`src/pkg/pbc_pkg.sv`:
```
// constants, types and behaviour notes for the push-button message controller
// Notes on behaviour
// [RQ1] edge press plays current message once, led flashes
// [RQ2] second press stops play, pointer stays put
// [RQ3] play, forward and erase inputs are debounced
// [RQ4] held play loops: play, forward, play next
// [RQ5] release in loop finishes message then stops
// [RQ6] loop without clips: one or two default blinks
// [RQ7] loop with clips: first or second clip plays
// [RQ8] play ignored during record, erase or forward
// [RQ9] forward advances pointer, wraps last to first
// [RQ10] idle forward not at last: single blink
// [RQ11] idle forward at last: wrap, double blink
// [RQ12] forward while playing non-last: advance, resume
// [RQ13] forward while playing last: wrap, resume first
// [RQ14] forward ignored during erase or record
// [RQ15] single erase only on first or last message
// [RQ16] erase first/last: double blink, pointer moves; code steps it back only after last, keeps it at 0 after first
// [RQ17] erase middle: nothing erased, triple blink
// [RQ18] erase during play stops play first
// [RQ19] erase held beyond long press starts global erase
// [RQ20] no clips: seven blinks, early release abandons
// [RQ21] clips: first clip thrice, erase, fourth clip
// [RQ22] erase ignored in record, acts during play
// [RQ23] no new command while indication runs
// [RQ24] four clips in first sixteen rows, four each
// [RQ25] debounce and long press counted in cycles
package pbc_pkg;
	localparam int unsigned CLK_KHZ       = 10_000;
	localparam int unsigned DEBOUNCE_MS   = 20;
	localparam int unsigned LONG_PRESS_MS = 2500;
	localparam int unsigned FIRST_DEFAULT_BLINK_PERIOD_MS  = 200;
	localparam int unsigned SECOND_DEFAULT_BLINK_PERIOD_MS = 200;
	localparam int unsigned THIRD_DEFAULT_BLINK_PERIOD_MS  = 200;
	localparam int unsigned FOURTH_DEFAULT_BLINK_PERIOD_MS = 200;
	localparam int unsigned DEBOUNCE_CYC   = DEBOUNCE_MS * CLK_KHZ;
	localparam int unsigned LONG_PRESS_CYC = LONG_PRESS_MS * CLK_KHZ;
	localparam int unsigned BLINK1_CYC     = FIRST_DEFAULT_BLINK_PERIOD_MS * CLK_KHZ;
	localparam int unsigned BLINK2_CYC     = SECOND_DEFAULT_BLINK_PERIOD_MS * CLK_KHZ;
	localparam int unsigned BLINK3_CYC     = THIRD_DEFAULT_BLINK_PERIOD_MS * CLK_KHZ;
	localparam int unsigned BLINK4_CYC     = FOURTH_DEFAULT_BLINK_PERIOD_MS * CLK_KHZ;
	localparam int          PTR_W     = 8;
	localparam int          NBTN      = 3;
	localparam int          BTN_PLAY  = 0;
	localparam int          BTN_FWD   = 1;
	localparam int          BTN_ERASE = 2;
	localparam int          ROW_SHIFT = 2;
	localparam logic [2:0]  ONE_BLINK   = 3'h1;
	localparam logic [2:0]  TWO_BLINK   = 3'h2;
	localparam logic [2:0]  THREE_BLINK = 3'h3;
	localparam logic [2:0]  FOUR_BLINK  = 3'h4;
	localparam logic [1:0]  CLIP_FIRST  = 2'h0;
	localparam logic [1:0]  CLIP_SECOND = 2'h1;
	localparam logic [1:0]  CLIP_THIRD  = 2'h2;
	localparam logic [1:0]  CLIP_FOURTH = 2'h3;
	localparam logic [1:0]  ONE_REP     = 2'h1;
	localparam logic [1:0]  WARN_REPS   = 2'h3;

	typedef enum logic [1:0] {S_IDLE, S_PLAY, S_IND, S_GER} pbc_state_e;
	typedef enum logic [1:0] {N_IDLE, N_PLAY, N_GER} pbc_next_e;

	typedef struct packed {
		logic play_end;
		logic clip_end;
		logic gerase_done;
	} pbc_eng_s;

	typedef struct packed {
		pbc_state_e             st;
		pbc_next_e              nxt;
		logic [NBTN-1:0]        sync1;
		logic [NBTN-1:0]        sync2;
		logic [NBTN-1:0]        db;
		logic [NBTN-1:0]        dbp;
		logic [NBTN-1:0][31:0]  dcnt;
		logic [31:0]            hold;
		logic [31:0]            tmr;
		logic [31:0]            per;
		logic [2:0]             blinks;
		logic [1:0]             reps;
		logic [1:0]             clip;
		logic                   use_clip;
		logic                   armed;
		logic [PTR_W-1:0]       ptr;
		logic [PTR_W-1:0]       erase_idx;
		logic [3:0]             clip_row;
		logic                   led;
		logic                   play_start;
		logic                   play_stop;
		logic                   clip_start;
		logic                   erase_msg;
		logic                   gerase_start;
	} pbc_st_s;

	localparam pbc_st_s PBC_RST = '{st: S_IDLE, nxt: N_IDLE, sync1: 3'h7, sync2: 3'h7,
		db: 3'h7, dbp: 3'h7, default: '0};
endpackage

```
`src/core/pbc_core.sv`:
```
// push-button play, forward and erase controller
module pbc_core import pbc_pkg::*; #(
	parameter int unsigned DB_CYC   = DEBOUNCE_CYC,
	parameter int unsigned LONG_CYC = LONG_PRESS_CYC,
	parameter int unsigned P1_CYC   = BLINK1_CYC,
	parameter int unsigned P2_CYC   = BLINK2_CYC,
	parameter int unsigned P3_CYC   = BLINK3_CYC,
	parameter int unsigned P4_CYC   = BLINK4_CYC
) (
	// clock and reset
	input  wire logic             clk,
	input  wire logic             resetn,
	// buttons, active low pins
	input  wire logic             play_button_n,
	input  wire logic             forward_button_n,
	input  wire logic             erase_button_n,
	// message memory status
	input  wire logic             record_busy,
	input  wire logic [PTR_W-1:0] msg_count,
	input  wire logic [3:0]       clip_programmed,
	// playback engine answers
	input  wire pbc_eng_s         eng,
	// indicator
	output logic                  led,
	// playback engine requests
	output logic                  play_start,
	output logic                  play_stop,
	output logic [PTR_W-1:0]      play_msg,
	output logic                  clip_start,
	output logic [3:0]            clip_row,
	// memory requests
	output logic                  erase_msg,
	output logic [PTR_W-1:0]      erase_idx,
	output logic                  gerase_start
);

	if (DB_CYC < 2 || LONG_CYC < 2 || P1_CYC < 2 || P2_CYC < 2 || P3_CYC < 2 ||
		P4_CYC < 2) begin : g_bad_count
		$error("pbc_core: every cycle count must be at least two");
	end

	localparam logic [31:0] DB_LAST   = 32'(DB_CYC - 1);
	localparam logic [31:0] LONG_HOLD = 32'(LONG_CYC);
	localparam logic [31:0] P1        = 32'(P1_CYC);
	localparam logic [31:0] P2        = 32'(P2_CYC);
	localparam logic [31:0] P3        = 32'(P3_CYC);
	localparam logic [31:0] P4        = 32'(P4_CYC);

	pbc_st_s          r;
	pbc_st_s          n;
	logic [NBTN-1:0]  pin;
	logic [NBTN-1:0]  fall;
	logic             at_first;
	logic             at_last;
	logic             long_hit;

	assign pin      = {erase_button_n, forward_button_n, play_button_n};
	assign fall     = r.dbp & ~r.db;
	assign at_first = (msg_count != '0) && (r.ptr == '0);
	assign at_last  = (msg_count != '0) && (r.ptr == msg_count - PTR_W'(1));
	assign long_hit = (r.hold == LONG_HOLD);

	// open an indication: blinks at a default period, or a clip with blinking beside it
	function automatic pbc_st_s ind(pbc_st_s s, logic [2:0] nb, logic [1:0] ci,
		logic [1:0] reps, pbc_next_e nx, logic [31:0] per, logic prog);
		s.st         = S_IND;
		s.blinks     = nb;
		s.clip       = ci;
		s.reps       = reps;
		s.nxt        = nx;
		s.per        = per;
		s.tmr        = 32'h0;
		s.led        = 1'b1;
		s.use_clip   = prog;
		s.clip_start = prog;
		s.clip_row   = 4'(ci) << ROW_SHIFT; // see [RQ24]
		return s;
	endfunction

	function automatic pbc_st_s fwd_op(pbc_st_s s, pbc_next_e nx, logic lst,
		logic [3:0] prog);
		if (lst) begin
			s.ptr = '0; // see [RQ9]
			s = ind(s, TWO_BLINK, CLIP_SECOND, ONE_REP, nx, P2, prog[1]); // see [RQ11] [RQ13]
		end else begin
			s.ptr = s.ptr + PTR_W'(1);
			s = ind(s, ONE_BLINK, CLIP_FIRST, ONE_REP, nx, P1, prog[0]); // see [RQ10] [RQ12]
		end
		return s;
	endfunction

	function automatic pbc_st_s erase_op(pbc_st_s s, logic fst, logic lst,
		logic [3:0] prog);
		// middle messages are never erased one at a time
		if (fst || lst) begin // see [RQ15]
			s.erase_msg = 1'b1;
			s.erase_idx = s.ptr;
			if (!fst) begin
				s.ptr = s.ptr - PTR_W'(1);
			end
			s = ind(s, TWO_BLINK, CLIP_SECOND, ONE_REP, N_IDLE, P2, prog[1]); // see [RQ16]
		end else begin
			s = ind(s, THREE_BLINK, CLIP_THIRD, ONE_REP, N_IDLE, P3, prog[2]); // see [RQ17]
		end
		s.armed = 1'b1;
		return s;
	endfunction

	always_comb begin
		logic fin;
		fin = 1'b0;
		n = r;
		n.play_start   = 1'b0;
		n.play_stop    = 1'b0;
		n.clip_start   = 1'b0;
		n.erase_msg    = 1'b0;
		n.gerase_start = 1'b0;
		// a press counts only once the pin has held its level for the full count
		for (int i = 0; i < NBTN; i++) begin
			n.sync1[i] = pin[i];
			n.sync2[i] = r.sync1[i];
			n.dbp[i]   = r.db[i];
			if (r.sync2[i] == r.db[i]) begin
				n.dcnt[i] = 32'h0;
			end else if (r.dcnt[i] == DB_LAST) begin
				n.db[i]   = r.sync2[i]; // see [RQ3] [RQ25]
				n.dcnt[i] = 32'h0;
			end else begin
				n.dcnt[i] = r.dcnt[i] + 32'h1;
			end
		end
		if (r.db[BTN_ERASE]) begin
			n.hold = 32'h0;
		end else if (!long_hit) begin
			n.hold = r.hold + 32'h1; // see [RQ25]
		end

		case (r.st)
			S_IDLE: begin
				n.led = 1'b0;
				if (r.armed && r.db[BTN_ERASE]) begin
					n.armed = 1'b0;
				end
				if (record_busy) begin
					n.st = S_IDLE; // see [RQ8] [RQ14] [RQ22]
				end else if (r.armed && long_hit) begin
					// warning phase: three blinks or three first clips
					n.armed = 1'b0;
					n = ind(n, THREE_BLINK, CLIP_FIRST, WARN_REPS, N_GER, P1,
						clip_programmed[0]); // see [RQ19] [RQ20] [RQ21]
				end else if (fall[BTN_ERASE]) begin
					n = erase_op(n, at_first, at_last, clip_programmed); // see [RQ16] [RQ17]
				end else if (fall[BTN_FWD] && msg_count != '0) begin
					n = fwd_op(n, N_IDLE, at_last, clip_programmed); // see [RQ9] [RQ10] [RQ11]
				end else if (fall[BTN_PLAY] && msg_count != '0) begin
					n.st         = S_PLAY; // see [RQ1]
					n.play_start = 1'b1;
					n.led        = 1'b1;
					n.tmr        = 32'h0;
				end
			end
			S_PLAY: begin
				if (r.tmr == P1 - 32'h1) begin
					n.tmr = 32'h0;
					n.led = ~r.led; // see [RQ1] [RQ4]
				end else begin
					n.tmr = r.tmr + 32'h1;
				end
				if (fall[BTN_ERASE]) begin
					n.play_stop = 1'b1; // see [RQ18] [RQ22]
					n = erase_op(n, at_first, at_last, clip_programmed);
				end else if (fall[BTN_FWD]) begin
					n.play_stop = 1'b1; // see [RQ12] [RQ13]
					n = fwd_op(n, N_PLAY, at_last, clip_programmed);
				end else if (fall[BTN_PLAY]) begin
					n.play_stop = 1'b1; // see [RQ2]
					n.st        = S_IDLE;
					n.led       = 1'b0;
				end else if (eng.play_end) begin
					if (!r.db[BTN_PLAY]) begin
						n = fwd_op(n, N_PLAY, at_last, clip_programmed); // see [RQ4] [RQ6] [RQ7]
					end else begin
						n.st  = S_IDLE; // see [RQ1] [RQ5]
						n.led = 1'b0;
					end
				end
			end
			S_IND: begin
				// buttons are not looked at here, only the erase hold of a warning
				if (r.nxt == N_GER && r.db[BTN_ERASE]) begin
					n.st  = S_IDLE; // see [RQ20] [RQ21]
					n.led = 1'b0;
				end else begin
					if (r.tmr == r.per - 32'h1) begin
						n.tmr = 32'h0;
						n.led = ~r.led;
						if (!r.use_clip && !r.led) begin
							if (r.blinks == ONE_BLINK) begin
								fin = 1'b1;
							end else begin
								n.blinks = r.blinks - 3'h1; // see [RQ6] [RQ20]
							end
						end
					end else begin
						n.tmr = r.tmr + 32'h1;
					end
					// a clip bounds the blinking; the warning replays its clip
					if (r.use_clip && eng.clip_end) begin
						if (r.reps == ONE_REP) begin
							fin = 1'b1; // see [RQ7]
						end else begin
							n.reps       = r.reps - 2'h1; // see [RQ21]
							n.clip_start = 1'b1;
						end
					end
					if (fin) begin
						n.led = 1'b0;
						case (r.nxt)
							N_PLAY: begin
								n.st         = S_PLAY; // see [RQ4] [RQ12] [RQ13]
								n.play_start = 1'b1;
								n.led        = 1'b1;
								n.tmr        = 32'h0;
							end
							N_GER: begin
								n.st           = S_GER; // see [RQ19]
								n.gerase_start = 1'b1;
							end
							default: begin
								n.st = S_IDLE; // see [RQ23]
							end
						endcase
					end
				end
			end
			S_GER: begin
				n.led = 1'b0;
				if (eng.gerase_done) begin
					n = ind(n, FOUR_BLINK, CLIP_FOURTH, ONE_REP, N_IDLE, P4,
						clip_programmed[3]); // see [RQ20] [RQ21]
				end
			end
			default: begin
				n.st = S_IDLE;
			end
		endcase
	end

	always_ff @(posedge clk or negedge resetn) begin
		if (!resetn) begin
			r <= PBC_RST;
		end else begin
			r <= n;
		end
	end

	assign led          = r.led;
	assign play_start   = r.play_start;
	assign play_stop    = r.play_stop;
	assign play_msg     = r.ptr;
	assign clip_start   = r.clip_start;
	assign clip_row     = r.clip_row;
	assign erase_msg    = r.erase_msg;
	assign erase_idx    = r.erase_idx;
	assign gerase_start = r.gerase_start;

	logic idle_go;
	assign idle_go = r.st == S_IDLE && !record_busy && !r.armed && !fall[BTN_ERASE];
endmodule // pbc_core

```
`config.mk`:
```
export PLATFORM = sky130hd
export DESIGN_NAME = pbc_core
export DESIGN_NICKNAME = d
export VERILOG_FILES = /design/src/pkg/pbc_pkg.sv /design/src/core/pbc_core.sv
export SDC_FILE = /design/constraint.sdc
export NUM_CORES = 1
export LEC_CHECK = 0
export ABC_CLOCK_PERIOD_IN_PS = 4000
export BUFFER_PORTS_ARGS = -buffer_cell sky130_fd_sc_hd__buf_2
export CELL_PAD_IN_SITES_DETAIL_PLACEMENT = 1
export CELL_PAD_IN_SITES_GLOBAL_PLACEMENT = 2
export CORE_MARGIN = 2
export CORE_UTILIZATION = 40
export DETAILED_ROUTE_END_ITERATION = 8
export PLACE_DENSITY = 0.78
export SYNTH_ARGS = -nofsm -noshare
export SYNTH_HDL_FRONTEND = slang
export SYNTH_SLANG_ARGS = --single-unit
```
`constraint.sdc`:
```
create_clock -name clk -period 4 [get_ports clk]
set_clock_uncertainty 0.1 [all_clocks]
set_input_delay 0.8 -clock clk [delete_from_list [all_inputs] [get_ports clk]]
set_output_delay 0.8 -clock clk [all_outputs]
set_load 0.03 [all_outputs]
```
==> impl.org, run 1 <==
** Power
- Combinational group share of total power :: 22.5%
- The share of total power dissipated in sequential elements is 39.8%.
- For this design the ratio of total power to cell area is 463 nW/um^2.
- Net switching is 32.3% of the power.
- Net switching power :: 0.00188 W
- The internal power of the cells totals 0.00394 W.
- The worst-case IR drop observed on VDD is 0.269 mV.
- In this run the static leakage power is 5.33 nW.
- Per report_power, the clock group accounts for 37.7% of the total.

** Clock tree
- Total of hold buffers inserted after clock tree synthesis :: 0
- CTS tree :: yes
- PostCTS Resize Cnt :: 0
- In this run the deepest clock path goes through 3 buffers.
- Number of setup buffers added after CTS :: 0
- CTS built an H-tree with a depth of 1.
- Root Buffer :: sky130_fd_sc_hd__clkbuf_16
- Source-to-sink clock delay at the later pin of the worst-skew pair :: 0.54 ns
- After clock tree synthesis, the clock-pin slew on the worst setup and hold paths is 0.06 ns.
- Clock sink count :: 208
- Clock tree synthesis inserted a total of 26 buffers.

** GRT
- The number of global-route vias before repair came to 9205.
- Global-route wire length before repair :: 47800 microns
- Largest net degree at the start of global routing :: 92
- Global router's overall resource usage :: 19.8%
- Summed over all layers, the global routing overflow is 0.
- Initial antenna violation count :: 3

** Critical path
- The worst setup path is captured at a flip-flop.
- The critical path is of the flip-flop to flip-flop type.
- Along the worst path, the maximum fanout reaches 14.
- Worst setup SP type :: flip-flop
- Arrival time at the worst endpoint :: 3.55 ns
- FF-to-FF setup slack :: 0.73 ns
- Worst Path Required :: 4.28 ns

** Final layout
- Core Util, Final :: 45.3%
- The count of cells in the finished layout, fillers not included, comes to 1653.
- In the final layout, the multi-input gates occupy 5560 sq um.
- Final nets :: 1289
- Cells with a size suffix above 1 make up 11.1% of the layout.
- The sequential cells in the finished layout cover a total of 5220 sq um.
- The library cell used most frequently in the layout, excluding fill and tap cells, is sky130_fd_sc_hd__dfrtp_1.
- After filler insertion, the fill cell instance count of the layout stands at 3288.
- Relative to the synthesized area, the layout overhead comes to 11.8%.
- Leaving out fill and tap cells, the most frequent cells in the layout are 196 x sky130_fd_sc_hd__dfrtp_1, 191 x sky130_fd_sc_hd__nor2_1, 102 x sky130_fd_sc_hd__nand2_1, 75 x sky130_fd_sc_hd__xor2_1, 70 x sky130_fd_sc_hd__nand3_1.

** Synth
- Average instance area after synthesis :: 9.13 sq um
- Most used flip-flop cell after synthesis :: sky130_fd_sc_hd__dfrtp_1
- The synthesized design contains 208 register bits.
- Share of flip-flops with an asynchronous set or reset :: 100%
- Mapped Area :: 11300 sq um
- Sequential elements use 46.4% of the synthesized area.
- Post-Synthesis Cells :: 1233
- Number of flops mapped to enable cells by yosys :: 0
- Number of warning messages in the yosys log :: 0
- Count of different cell masters after synthesis :: 69

** Timing
- The final critical path takes up 81.7% of the cycle.
- Total setup violations reported at the end of the flow :: 0
- Total negative slack for setup checks :: 0 ns
- Setup repair after global routing left no endpoint under its margin.
- The final max-slew violation count is 0.
- Counting I/O delays and the setup requirement, the final critical path takes 3.27 ns.
- For the pin with the worst max-slew slack, the measured transition is 1.06 ns.
- Timing would allow up to 0.306 GHz.
- Setup slack on the critical path of the routed design comes to 0.730 ns.
- In this run the tightest slew margin relative to its limit is 29.4%.
- Final hold violations :: 0
- Across all hold checks on the routed design, the worst slack comes to 0.136 ns.

** Routing
- 1st-iter DRT viols :: 416
- For this run, design rule violations remaining after detail routing come to 0.
- Via count normalized by instance count :: 5.39
- Routed via count :: 8907
- For this run, the detailed router's first-pass iteration total came to 4.
- Detailed-route wire length :: 28100 microns
- Drt wl/cell :: 17.0 microns
- Antenna violation net count after detailed routing :: 0

** Hold path
- The min-delay analysis places its worst path in the category input port to async pin.

** Placed design
- Number of cells in the design after placement :: 1605
- At the placement stage, the worst setup path has a slack of 0.521 ns.
- Summed over all nets, the half-perimeter wirelength after detailed placement is 19500 microns.
- Input and output buffers added on the ports amount to 44.
- Routability-driven placement finished with a final weighted congestion of 0.772.

** Floorplanning
- Die height :: 172 microns
- The initial utilization of the core area, before any placement, comes to 40.5%.
- Die ar. :: 29500 sq um
- Placement row count :: 61
- The core region is 27800 sq um.
- Measured along the x axis, the die boundary spans 172 microns.
- Number of top-level pins :: 47

** Job
- Across the run, the number of max-cap violations was 0.

** Outcome
- The flow ran to the end, and the final reports show no timing, DRC or antenna violations.
==> metal layers <==
layer / up-vias / wire length [microns] / GRT usage (%)
met1: 4427 / 13600 / 28.2
met3: 38 / 1360 / 3.57
li1: 4316 / - / -
met2: 122 / 12500 / 31.3
met4: 4 / 520 / 4.60
met5: - / 24 / 0
==> path summary, 6_finish.rpt <==
check,to,from,cells after the start
setup / recovery,r[85],r[67],7
hold / removal,r[105],resetn,1
setup reg to reg,r[85],r[67],7
hold reg to reg,r[235],r[238],0
max in group asynchronous,r[231],resetn,2
min in group clk,r[235],r[238],0
==> kinds of logic after synthesis <==
family / Yosys count / share of synthesized area [%]
muxes: 20 / 2.19
AOI/OAI and AO/OA: 156 / 8.64
adders and majority gates: 13 / 1.45
xor gates and xnor gates: 134 / 10.4
other: 1 / 0.0333
buffers and inverters: 107 / 4.39
DFF: 208 / 46.4
and+or+nand+nor: 594 / 26.5
==> synth_stat cells (13+ instances only) <==
| master | instances | share of area (%) |
|---|---|---|
| sky130_fd_sc_hd__and3_1 | 28 | 1.6 |
| sky130_fd_sc_hd__nor3_1 | 38 | 1.7 |
| sky130_fd_sc_hd__ha_1 | 13 | 1.4 |
| sky130_fd_sc_hd__xor2_1 | 75 | 5.8 |
| sky130_fd_sc_hd__clkbuf_1 | 37 | 1.2 |
| sky130_fd_sc_hd__or3_1 | 19 | 1.1 |
| sky130_fd_sc_hd__nand4_1 | 38 | 2.1 |
| sky130_fd_sc_hd__nand2_1 | 102 | 3.4 |
| sky130_fd_sc_hd__nor4_1 | 30 | 1.7 |
| sky130_fd_sc_hd__dfrtp_1 | 196 | 44 |
| sky130_fd_sc_hd__buf_4 | 20 | 1.3 |
| sky130_fd_sc_hd__a21oi_1 | 34 | 1.5 |
| sky130_fd_sc_hd__o21ai_0 | 52 | 2.3 |
| sky130_fd_sc_hd__xnor2_1 | 59 | 4.6 |
| sky130_fd_sc_hd__inv_1 | 37 | 1.2 |
| sky130_fd_sc_hd__nand3_1 | 70 | 3.1 |
| sky130_fd_sc_hd__nor2_1 | 191 | 6.4 |
==> metrics by stage <==
stage / power (W) / area (sq um)
floorplan: 0.00326 / 11300
global placement: 0.00366 / 11800
detailed placement: 0.00368 / 11800
CTS: 0.00592 / 12600
global route: 0.00615 / 12600
finish: 0.00582 / 12600
==> flip-flops by register name (all words and copies together), names as in the netlist <==
name,count
clip_start,1
play_msg,8
clip_row,2
play_stop,1
erase_msg,1
led,1
gerase_start,1
r,184
play_start,1
erase_idx,8
==> critical path, cell delays in order (launching register included) <==
cell	delay, ns
sky130_fd_sc_hd__dfrtp_1	0.40
sky130_fd_sc_hd__ha_1	0.23
sky130_fd_sc_hd__nand3_1	0.14
sky130_fd_sc_hd__or2_2	0.41
sky130_fd_sc_hd__nor4_1	0.44
sky130_fd_sc_hd__o22ai_1	0.38
sky130_fd_sc_hd__nor2_1	0.89
sky130_fd_sc_hd__nor2_1	0.11
==> power by group through the flow <==
stage / registers (W) / logic [W] / clock network, W
floorplan: 0.00235 / 0.000912 / 0
global placement: 0.00235 / 0.00131 / 0
detailed placement: 0.00235 / 0.00132 / 0
CTS: 0.00232 / 0.00133 / 0.00228
global route: 0.00233 / 0.00147 / 0.00235
finish: 0.00232 / 0.00131 / 0.00219
==> area by class of cell <==
cell class,instances,share of cell area [%]
clock inverters,6,0.328
well taps,378,3.76
repair buffers,63,3.16
multi-input cells,919,44.2
inverters,37,1.10
diodes,1,0.0199
flip-flops and latches,208,41.5
clock buffers,41,5.94
(Power assumes the default switching activity.)
==> run 2: changes to the inputs <==
--- a/config.mk
+++ b/config.mk
@@ -5,7 +5,7 @@
 export SDC_FILE = /design/constraint.sdc
 export NUM_CORES = 1
 export LEC_CHECK = 0
-export ABC_CLOCK_PERIOD_IN_PS = 4000
+export ABC_CLOCK_PERIOD_IN_PS = 3050
 export BUFFER_PORTS_ARGS = -buffer_cell sky130_fd_sc_hd__buf_2
 export CELL_PAD_IN_SITES_DETAIL_PLACEMENT = 1
 export CELL_PAD_IN_SITES_GLOBAL_PLACEMENT = 2
==> constraint.sdc (replaced) <==
create_clock -name clk -period 3.05 [get_ports clk]
set_clock_uncertainty 0.1 [all_clocks]
set_input_delay 0.61 -clock clk [delete_from_list [all_inputs] [get_ports clk]]
set_output_delay 0.61 -clock clk [all_outputs]
set_load 0.03 [all_outputs]
==> run 2 against run 1 <==
Wire length up 5.6%. First-iteration DRC count fell by 12%. Register-to-register slack worse by 0.62 ns. Worst setup slack got worse by 0.62 ns. Global-route usage rose by 1.2 points. Sequential share of layout area is 1.5 points lower. Hold slack got worse by 0.065 ns. Sequential power grew 33%. Combinational power rose by 40%.
==> impl.org, run 2 (synthesis results as in run 1) <==
** Final layout
- Register with the most flip-flops :: r
- The post-route netlist has 14.0% of its cells at a drive strength greater than 1.
- Cells fill 47.0% of the core in the end.
- The top cell types in the final layout, fill and taps aside, are 196 x sky130_fd_sc_hd__dfrtp_1, 189 x sky130_fd_sc_hd__nor2_1, 102 x sky130_fd_sc_hd__nand2_1, 75 x sky130_fd_sc_hd__xor2_1, 70 x sky130_fd_sc_hd__nand3_1.
- Growth of design area from synthesis to finish :: 16.1%
- Cell area after layout :: 13100 sq um
- Flip-flop count of the largest register, all copies and words added :: 184
- Fill cell count :: 3234
- The library cell used most frequently in the layout, excluding fill and tap cells, is sky130_fd_sc_hd__dfrtp_1.
- At the end of the flow, the number of nets in the layout was 1331.

** Routing
- For this run, design rule violations remaining after detail routing come to 0.
- Via count normalized by instance count :: 5.39
- Drt wl/cell :: 17.5 microns
- The first TritonRoute pass finished after 4 iterations.
- Summing over every cut layer, the via total after detailed routing is 9149.
- 1st-iter DRT viols :: 368
- Antenna violation net count after detailed routing :: 0
- After detailed routing, the total wire length is 29700 microns.

** Timing
- For this run, the top clock speed supported by timing is 0.340 GHz.
- Total setup violations reported at the end of the flow :: 0
- Count of final max-slew check failures :: 0
- Final worst slack :: 0.109 ns
- Dividing the final minimum period by the clock period gives 96.4%.
- Max transition margin :: 41.6%
- The hold violation count in the final report was 0.
- Worst-margin pin slew :: 0.874 ns
- Fin crit period :: 2.94 ns
- Setup repair after global routing missed its margin :: true

** Floorplanning
- The floorplan step defined a die boundary enclosing 29500 sq um.
- Effective utilization at floorplan :: 40.5%
- In this run the horizontal extent of the chip is 172 microns.
- The core region is 27800 sq um.
- The die is 172 microns tall.
- Row generation in the floorplan step produced 61 rows.
- Pin placement for this block handled 47 I/O pins.

** Critical path
- For the worst setup path, the data arrival time is 3.26 ns.
- The startpoint identified for the worst register-to-register timing path is r[129].
- Crit-path max FO :: 9
- STA puts the critical path data required time at 3.36 ns.
- Tracing the worst setup path back leads to its startpoint at r[129].
- Type of element capturing the critical path :: flip-flop
- Worst setup SP type :: flip-flop
- Setup CP Type :: flip-flop to flip-flop

** Clock tree
- After clock tree synthesis, the clock-pin slew on the worst setup and hold paths is 0.06 ns.
- H-Tree Level Count :: 1
- Clock tree synthesis selected as its root buffer the cell sky130_fd_sc_hd__clkbuf_16.
- In this run the deepest clock path goes through 3 buffers.
- CTS tree :: yes
- Number of buffers created by CTS :: 26
- Source-to-sink clock delay at the later pin of the worst-skew pair :: 0.53 ns
- The tree built by TritonCTS fans out to 208 sinks.

** GRT
- Initial antenna violation count :: 3
- Global routing finished with a remaining overflow of 0.
- The number of global-route vias before repair is 9611.
- Entering global routing, the biggest net connects 81 pins.
- Global-route wire length before repair :: 50200 microns
- Global router's overall resource usage :: 21.0%

** Job
- Number of max-cap violations :: 0

** Power
- Power per cell area :: 624 nW/um^2
- Leak pwr :: 5.60 nW
- The worst-case IR drop observed on VDD is 0.393 mV.

** Placed design
- I/O Buffers :: 44
- Once detailed placement completed, the half-perimeter wirelength came to 20900 microns.
- Final weighted congestion in routability-driven placement :: 0.796
- Instance area at placement :: 12100 sq um
- OpenSTA, run right after detailed placement, puts the worst setup slack at -0.0783 ns.

** Hold path
- Launch point of the worst hold path :: forward_button_n
- Worst min-delay path category :: input port to flip-flop

** Outcome
- Run status :: finished, final reports clean
run 2: cell types whose count changed in the layout (fill, tap and decap cells not counted), sizes merged:
cell	previous run	this run
bufinv	0	4
clkinv	6	2
diode	1	2
dlygate4sd3	0	1
buf	63	104
clkbuf	41	42
run 2: worst max-delay path, stage by stage (launching register included):
cell and delay (ns):
sky130_fd_sc_hd__dfrtp_1 0.40, sky130_fd_sc_hd__or4b_2 0.68, sky130_fd_sc_hd__nor3_1 0.27, sky130_fd_sc_hd__and4_1 0.36
sky130_fd_sc_hd__buf_4 0.18, sky130_fd_sc_hd__o41ai_1 0.08, sky130_fd_sc_hd__buf_4 0.18, sky130_fd_sc_hd__a31oi_1 0.16
sky130_fd_sc_hd__o22ai_1 0.10, sky130_fd_sc_hd__a221o_1 0.31
run 2: layout make-up:
class                      instances  area (sq um)  share of cell area (%)
tap                              378           473                    3.62
multi-input combinational        919          5570                    42.6
clock buffer                      42           762                    5.83
antenna                            2          5.00                  0.0383
sequential                       208          5220                    40.0
clock inverter                     6           130                   0.996
inverter                          37           139                    1.06
timing repair buffer             105           766                    5.86
run 2: final timing paths:
kind                       slack [ns]           to  cells past startpoint
max                              0.11  play_msg[1]                      9
min                              0.07       r[237]                      1
max in group asynchronous        1.50       r[234]                      3
max reg2reg                      0.11  play_msg[1]                      9
min reg2reg                      0.27       r[235]                      0
min in group asynchronous        0.50       r[107]                      2
run 2: report_power, final:
group | switching (W) | leakage (nW) | internal, W
sequential | 0.000169 | 2.80 | 0.00292
combinational | 0.00114 | 2.37 | 0.000700
clock | 0.00120 | 0.433 | 0.00203
run 2: per-layer routing:
| layer | part of all wire (%) | global-route usage (%) | vias up | wire length, microns |
|---|---|---|---|---|
| met3 | 4.1 | 3.98 | 38 | 1220 |
| li1 | - | - | 4413 | - |
| met5 | 0.037 | 0 | - | 11 |
| met2 | 47 | 35.0 | 102 | 14000 |
| met4 | 1.8 | 4.71 | 2 | 532 |
| met1 | 47 | 28.4 | 4594 | 13900 |
run 2: what timing repair did:
action / CTS / global route
setup endpoints to repair: 18 / 4
hold endpoints to repair: 53 / 0
pin swaps: 0 / 1
resized for setup: 2 / 1
hold buffers: 1 / 0
buffers inserted: 0 / 2
gates cloned: 0 / 0
run 2: stage by stage:
stage	TNS (ns)	total power [W]	hold slack [ns]	std cells
detailed placement	-0.647	0.00494	0.261	1644
global route	-0.00310	0.00859	0.0539	1695
global placement	0	0.00489	0.246	1644
floorplan	0	0.00427	0.214	1234
finish	0	0.00815	0.0713	1697
CTS	0	0.00823	0.0498	1693
